## config.mk

```make
export PLATFORM = sky130hd
export DESIGN_NAME = php_host_port
export DESIGN_NICKNAME = d
export VERILOG_FILES = /design/src/design/php_pkg.sv /design/src/design/php_strobe_if.sv /design/src/design/php_decode.sv /design/src/design/php_host_port.sv
export VERILOG_INCLUDE_DIRS = /design/src /design/src/design
export SDC_FILE = /design/constraint.sdc
export NUM_CORES = 1
export LEC_CHECK = 0
export BUFFER_PORTS_ARGS = -buffer_cell sky130_fd_sc_hd__buf_4
export CORE_MARGIN = 4
export CORE_UTILIZATION = 44
export DETAILED_ROUTE_END_ITERATION = 10
export MAX_ROUTING_LAYER = met4
export PLACE_DENSITY = 0.86
export SLEW_MARGIN = 20
export SYNTH_ARGS = -nofsm -noshare
export SYNTH_HDL_FRONTEND = slang
export SYNTH_SLANG_ARGS = --single-unit
export TNS_END_PERCENT = 100
```

## constraint.sdc

```tcl
create_clock -name i_core_clk -period 2.35 [get_ports i_core_clk]
set_input_delay 0.235 -clock i_core_clk [delete_from_list [all_inputs] [get_ports i_core_clk]]
set_output_delay 0.235 -clock i_core_clk [all_outputs]
set_load 0.02 [all_outputs]
```

## src/design/php_consts.svh

```systemverilog
// constants for the parallel host port
// assumes inclusion by bare name from design files
`ifndef PHP_CONSTS_SVH
`define PHP_CONSTS_SVH
`define PHP_DATA_W 8
`define PHP_ADDR_W 5
`define PHP_CLK_NS 25
`define PHP_RST_MIN_NS 1000
`define PHP_RST_MIN_CYC ((`PHP_RST_MIN_NS + `PHP_CLK_NS - 1) / `PHP_CLK_NS)
`endif

```

## src/design/php_pkg.sv

```systemverilog
// types for the parallel host port
// assumes nothing beyond the constants header
package php_pkg;
    typedef enum logic [3:0] {
        PHP_IDLE  = 4'b0001,
        PHP_READ  = 4'b0010,
        PHP_WRITE = 4'b0100,
        PHP_HOLD  = 4'b1000
    } php_state_e;
endpackage : php_pkg

```

## src/design/php_strobe_if.sv

```systemverilog
// interface between the pin decoder and the access engine
// assumes one clock domain
`timescale 1ns/1ps
`default_nettype none
interface php_strobe_if;
    logic rd_act; // read qualifier active
    logic wr_act; // write qualifier active
    modport dec (output rd_act, output wr_act);
    modport eng (input rd_act, input wr_act);
endinterface : php_strobe_if
`default_nettype wire

```

## src/design/php_decode.sv

```systemverilog
// maps the shared strobe pins to read and write qualifiers
// assumes pins synchronous to the core clock
`timescale 1ns/1ps
`default_nettype none
module php_decode (
    // pins
    input wire logic i_bus_style_select,
    input wire logic i_cs_n,
    input wire logic i_data_or_read_strobe_n,
    input wire logic i_rw_or_write_strobe_n,
    // qualifiers
    php_strobe_if.dec o_q
);
    // combinational decode per bus style
    always_comb begin
        if (i_cs_n) begin
            o_q.rd_act = 1'b0;
            o_q.wr_act = 1'b0;
        end else if (i_bus_style_select) begin
            o_q.rd_act = ~i_data_or_read_strobe_n;
            o_q.wr_act = ~i_rw_or_write_strobe_n;
        end else begin
            o_q.rd_act = ~i_data_or_read_strobe_n & i_rw_or_write_strobe_n;
            o_q.wr_act = ~i_data_or_read_strobe_n & ~i_rw_or_write_strobe_n;
        end
    end
endmodule : php_decode
`default_nettype wire

```

## src/design/php_host_port.sv

```systemverilog
// parallel host port: strobe decode, register access handshake, bus drive
// assumes host pins synchronous to i_core_clk; core register file outside
//
// How it works
// - style strap picks separate or data strobe
// - data strobe low performs access
// - read strobe low reads device
// - direction high reads, low writes
// - write strobe low writes device
// - accesses only while chip select low
// - deselected: idle, bus released
// - eight bit data bus, bit0 lsb
// - interrupt open drain, pulls low only
// - interrupt ignores chip select
// - low reset resets, held 1us
// - five address lines, line0 lsb
`timescale 1ns/1ps
`default_nettype none
`include "php_consts.svh"
module php_host_port import php_pkg::*; #(
    parameter int DATA_W = `PHP_DATA_W,
    parameter int ADDR_W = `PHP_ADDR_W
) (
    // clock and reset
    input wire logic i_core_clk,
    input wire logic i_rst_n,
    // host pins
    input wire logic i_bus_style_select,
    input wire logic i_cs_n,
    input wire logic i_data_or_read_strobe_n,
    input wire logic i_rw_or_write_strobe_n,
    input wire logic [ADDR_W-1:0] i_host_addr_lines,
    input wire logic [DATA_W-1:0] i_host_data_bus,
    output logic [DATA_W-1:0] o_host_data_bus,
    output logic o_host_data_oe_n,
    output logic o_irq_n,
    output logic o_irq_oe_n,
    // core side
    input wire logic i_core_irq,
    input wire logic [DATA_W-1:0] i_core_rdata,
    output logic o_core_rd,
    output logic o_core_wr,
    output logic [ADDR_W-1:0] o_core_addr,
    output logic [DATA_W-1:0] o_core_wdata
);
    ////////////////////////////////////////////////////////////////////
    // width check at time zero
    // the pin map is fixed at eight data and five address lines; other
    // widths would leave pins dangling, so such values are reported with $error at time zero
    initial begin
        if (DATA_W != `PHP_DATA_W) begin
            $error("php_host_port: data bus must be eight bits");
        end
        if (ADDR_W != `PHP_ADDR_W) begin
            $error("php_host_port: address must be five lines");
        end
    end

    ////////////////////////////////////////////////////////////////////
    php_strobe_if q (); // decoded qualifiers
    php_state_e state_r; // access state
    php_state_e state_nxt; // next access state
    logic [DATA_W-1:0] rdata_r; // captured read data
    logic take_rd; // read accepted at this edge
    logic take_wr; // write accepted at this edge
    logic take_any; // some access accepted at this edge

    ////////////////////////////////////////////////////////////////////
    // acceptance decode, shared by the capture logic and the checks
    // a strobe is only taken from idle, so a strobe held across many
    // cycles still makes a single core access; read beats write when
    // a careless host lowers both strobes in the separate style
    function automatic logic f_take_rd(input php_state_e st, input logic rd);
        return (st == PHP_IDLE) && rd;
    endfunction : f_take_rd

    // write is taken only when no read competes in the same cycle
    function automatic logic f_take_wr(input php_state_e st, input logic rd, input logic wr);
        return (st == PHP_IDLE) && !rd && wr;
    endfunction : f_take_wr

    // acceptance terms for this cycle
    assign take_rd = f_take_rd(state_r, q.rd_act);
    assign take_wr = f_take_wr(state_r, q.rd_act, q.wr_act);
    assign take_any = take_rd | take_wr;

    // strobe decode
    // qualifiers are already gated by chip select inside the decoder
    php_decode php_decode_inst (
        .i_bus_style_select(i_bus_style_select),
        .i_cs_n(i_cs_n),
        .i_data_or_read_strobe_n(i_data_or_read_strobe_n),
        .i_rw_or_write_strobe_n(i_rw_or_write_strobe_n),
        .o_q(q)
    );

    ////////////////////////////////////////////////////////////////////
    // next state: one core strobe per host strobe
    always_comb begin
        state_nxt = state_r;
        case (state_r)
            PHP_IDLE: begin
                if (q.rd_act) begin
                    state_nxt = PHP_READ;
                end else if (q.wr_act) begin
                    state_nxt = PHP_WRITE;
                end
            end
            PHP_READ: state_nxt = PHP_HOLD;
            PHP_WRITE: state_nxt = PHP_HOLD;
            PHP_HOLD: begin
                // wait for strobe release so a long strobe is one access
                if (!q.rd_act && !q.wr_act) begin
                    state_nxt = PHP_IDLE;
                end
            end
            default: state_nxt = PHP_IDLE;
        endcase
    end

    // state register
    // reset parks the engine in idle; the host must keep reset low long
    // enough for the whole device, the port itself needs one edge only
    always_ff @(posedge i_core_clk or negedge i_rst_n) begin
        if (!i_rst_n) begin
            state_r <= PHP_IDLE;
        end else begin
            state_r <= state_nxt;
        end
    end

    // address and write data capture
    // taken on the first cycle the strobe is seen, so the host must
    // present data together with its strobe; later changes are ignored
    always_ff @(posedge i_core_clk or negedge i_rst_n) begin
        if (!i_rst_n) begin
            o_core_addr <= '0;
            o_core_wdata <= '0;
        end else if (take_any) begin
            o_core_addr <= i_host_addr_lines;
            o_core_wdata <= i_host_data_bus;
        end
    end

    // core strobes, one cycle each
    // registered from the next state so they line up with the captured
    // address; the core sees address and strobe in the same cycle
    always_ff @(posedge i_core_clk or negedge i_rst_n) begin
        if (!i_rst_n) begin
            o_core_rd <= 1'b0;
            o_core_wr <= 1'b0;
        end else begin
            o_core_rd <= (state_nxt == PHP_READ);
            o_core_wr <= (state_nxt == PHP_WRITE);
        end
    end

    // read data capture, core answers combinationally to o_core_rd
    // limitation: a core that needs more than one cycle to answer would
    // need a wait state here; none is offered on this port
    always_ff @(posedge i_core_clk or negedge i_rst_n) begin
        if (!i_rst_n) begin
            rdata_r <= '0;
        end else if (state_r == PHP_READ) begin
            rdata_r <= i_core_rdata;
        end
    end

    ////////////////////////////////////////////////////////////////////
    // bus drive: only a selected read, released otherwise
    // the enable follows the pins combinationally so the bus turns
    // around as soon as the host lets go of its strobe; the byte itself
    // is registered and shows the captured word one cycle after take
    assign o_host_data_bus = rdata_r;
    assign o_host_data_oe_n = ~q.rd_act;

    // interrupt: open drain, no chip select term
    // the pin level is fixed low and only its enable moves, so the pin
    // can never be driven high; the board pull-up supplies the high level
    assign o_irq_n = 1'b0;
    assign o_irq_oe_n = ~i_core_irq;
endmodule : php_host_port
`default_nettype wire

```

==> impl_metrics.env <==
export IMPL_drt_total_wl_um=2520
export IMPL_rr_endpoint="o_core_wdata[0]$_DFFE_PN0P_"
export IMPL_dp_cells=158
export IMPL_slew_viol_final=0
export IMPL_die_y_um=58.4
export IMPL_rr_worst_depth=4
export IMPL_wl_per_cell_um=15.5
export IMPL_setup_worst_path_end_class="register"
export IMPL_r2r_start="state_r[0]$_DFF_PN1_"
export IMPL_ctsRootBufferMaster="clkbuf_4"
export IMPL_fin_tns_setup_ns=0
export IMPL_dp_slack_ns=0.321
export IMPL_synth_fa_ha_area_frac=0
export IMPL_hold_buffers=1
export IMPL_setup_viol=0
export IMPL_synth_cell_types=21
export IMPL_fmax_mhz=489
export IMPL_core_area_um2=2450
export IMPL_diodes=0
export IMPL_criticalPathCategory="register to register"
export IMPL_fin_util=0.645
export IMPL_cts_sinks=27
export IMPL_die_x_um=58.4
export IMPL_setup_slack_ns=0.306
export IMPL_ys_warnings_count=0
export IMPL_power_density_nw_per_um2=1250
export IMPL_crit_path_max_fanout=14
export IMPL_crit_chain="or4b_4 > a211oi_4 > buf_4 > mux2_2"
export IMPL_grt_pass1_vias=885
export IMPL_final_nets=162
export IMPL_final_period_utilization=0.870
export IMPL_cp_num_buf_inv=1
export IMPL_syn_to_final_growth_pct=41.5
export IMPL_critical_path_top_delay_family="flip-flops"
export IMPL_clock_latency_ns=0.32
export IMPL_start_util=0.456
export IMPL_seq_area_frac_synth=0.605
export IMPL_gr_total_overflow=0
export IMPL_ir_drop_uv=866
export IMPL_hold_violations=0
export IMPL_final_cell_mix="54 x buf_4, 26 x dfrtp_1, 21 x mux2_2"
export IMPL_cts_max_path_buffers=2
export IMPL_min_to="state_r[2]$_DFF_PN0_"
export IMPL_cp_num_cells=4
export IMPL_cts_resized=0
export IMPL_rsz0062_at_grt="no"
export IMPL_hold_depth=2
export IMPL_fin_crit_ns=2.04
export IMPL_synth_ff_latch_count=27
export IMPL_cp_start_kind="register"
export IMPL_hold_class="input port to register"
export IMPL_hpwl_um=2010
export IMPL_portBuffers=52
export IMPL_r2r_slack_ns=0.31
export IMPL_synth_cells=76
export IMPL_worst_ep_arrival_time_ns=2.26
export IMPL_grt_usage=0.161
export IMPL_cp_required_ns=2.57
export IMPL_antenna_left=0
export IMPL_finClkSkew_ns=0.00329
export IMPL_fin_cells=163
export IMPL_drive_gt1_frac=0.647
export IMPL_cap_violations=0
export IMPL_synth_xor_area_frac=0.00783
export IMPL_layout_commonest_cell="buf_4"
export IMPL_grt_max_degree=28
export IMPL_min_delay_start="i_rw_or_write_strobe_n"
export IMPL_die_area_um2=3410
export IMPL_antenna_found_initial=0
export IMPL_synth_area_per_cell_um2=14.7
export IMPL_dr_total_vias=836
export IMPL_synth_simple_gate_area_share=0.0861
export IMPL_cts_max_level=1
export IMPL_power_mw=1.97
export IMPL_synth_compound_area_frac=0.0593
export IMPL_drt_iter0_drc=9
export IMPL_status="completed"
export IMPL_drc=0
export IMPL_cts_tree="yes"
export IMPL_drt_first_pass_iters=2
export IMPL_post_cts_buffers=0
export IMPL_ios=54
export IMPL_cpPeakStageDelay_ns=0.59
export IMPL_cp_slowest_cell="dfstp_2"
export IMPL_vias_per_cell=5.13
export IMPL_path_clk_slew_ns=0.15
export IMPL_grt_pass1_wl_um=4020
export IMPL_synth_mux_area_frac=0.211
export IMPL_cts_buffers=3
export IMPL_total_leakage_power_nw=0.766
export IMPL_syn_num_nets=104
export IMPL_gp_congestion=0.842
export IMPL_core_rowCount=18
export IMPL_syn_cell_area_um2=1120
export IMPL_synth_top_family_by_area="multiplexers"
## per-stage QoR
step / hold slack, ns / area [µm²]
after CTS: 0.0882 / 1580
after detailed placement: 0.164 / 1540
after global placement: 0.155 / 1540
after global routing: 0.0803 / 1580
after floorplan: -0.0606 / 1120
final: 0.0884 / 1580
## where the power goes
| part | leakage, nW | switching (mW) | internal (mW) | total [mW] |
|---|---|---|---|---|
| clock | 0.0139 | 0.140 | 0.0649 | 0.205 |
| sequential | 0.328 | 0.136 | 0.677 | 0.813 |
| combinational | 0.423 | 0.469 | 0.487 | 0.956 |
## cell usage after synthesis
master	number	area share
conb_1	1	0.0034
or3b_2	1	0.0078
a21o_1	1	0.0067
nor2b_1	1	0.0056
buf_6	1	0.010
nor4_1	2	0.011
a2111oi_0	2	0.016
o21ai_0	2	0.0089
o311a_2	1	0.010
inv_1	3	0.010
buf_4	1	0.0067
dfrtp_1	26	0.58
or2b_2	1	0.0078
dfstp_2	1	0.023
nor2_1	3	0.010
mux2_2	21	0.21
a211oi_4	1	0.018
xor2_1	1	0.0078
or4b_4	1	0.012
nor4b_2	1	0.013
nor3_1	4	0.018
## registers in the layout, summed over array words and instances, names as in the netlist
signal	flops
state_r	4
o_core_rd	1
o_core_wdata	8
o_host_data_bus	8
o_core_addr	5
o_core_wr	1
## logic make-up (layout without fill, tap and decap cells)
group / after synthesis / after routing
AOI/OAI and AO/OA: 7 / 7
xor gates and xnor gates: 1 / 1
buffers and inverters: 5 / 62
DFF: 27 / 27
muxes: 21 / 21
other: 1 / 1
and+or+nand+nor: 14 / 14
## per-layer routing
layer  track usage  up-vias  part of all wire
li1              -      383                 -
met1         0.172      425              0.35
met2         0.303       26              0.58
met3        0.0329        2             0.060
met4        0.0298        0            0.0075
met5             -        -                 0
## cell type report
type                            instances  area [µm²]
Tap cell                               30        37.5
Inverter                                3        11.3
Clock buffer                            3        22.5
Fill cell                             205         872
Multi-Input combinational cell         44         412
Clock inverter                          1        7.51
Timing Repair Buffer                   55         415
Sequential cell                        27         677
## worst max path at each step
| stage | from | to | slack (ns) |
|---|---|---|---|
| after floorplan | state_r[0]$_DFF_PN1_ | o_core_addr[4]$_DFFE_PN0P_ | 0.36 |
| after global placement | state_r[0]$_DFF_PN1_ | o_core_addr[1]$_DFFE_PN0P_ | 0.38 |
| after detailed placement | state_r[0]$_DFF_PN1_ | o_core_wdata[0]$_DFFE_PN0P_ | 0.32 |
| after CTS | state_r[0]$_DFF_PN1_ | o_core_wdata[0]$_DFFE_PN0P_ | 0.30 |
| after global routing | state_r[0]$_DFF_PN1_ | o_core_wdata[0]$_DFFE_PN0P_ | 0.25 |
| final | state_r[0]$_DFF_PN1_ | o_core_wdata[0]$_DFFE_PN0P_ | 0.31 |
(Power assumes the default switching activity.)
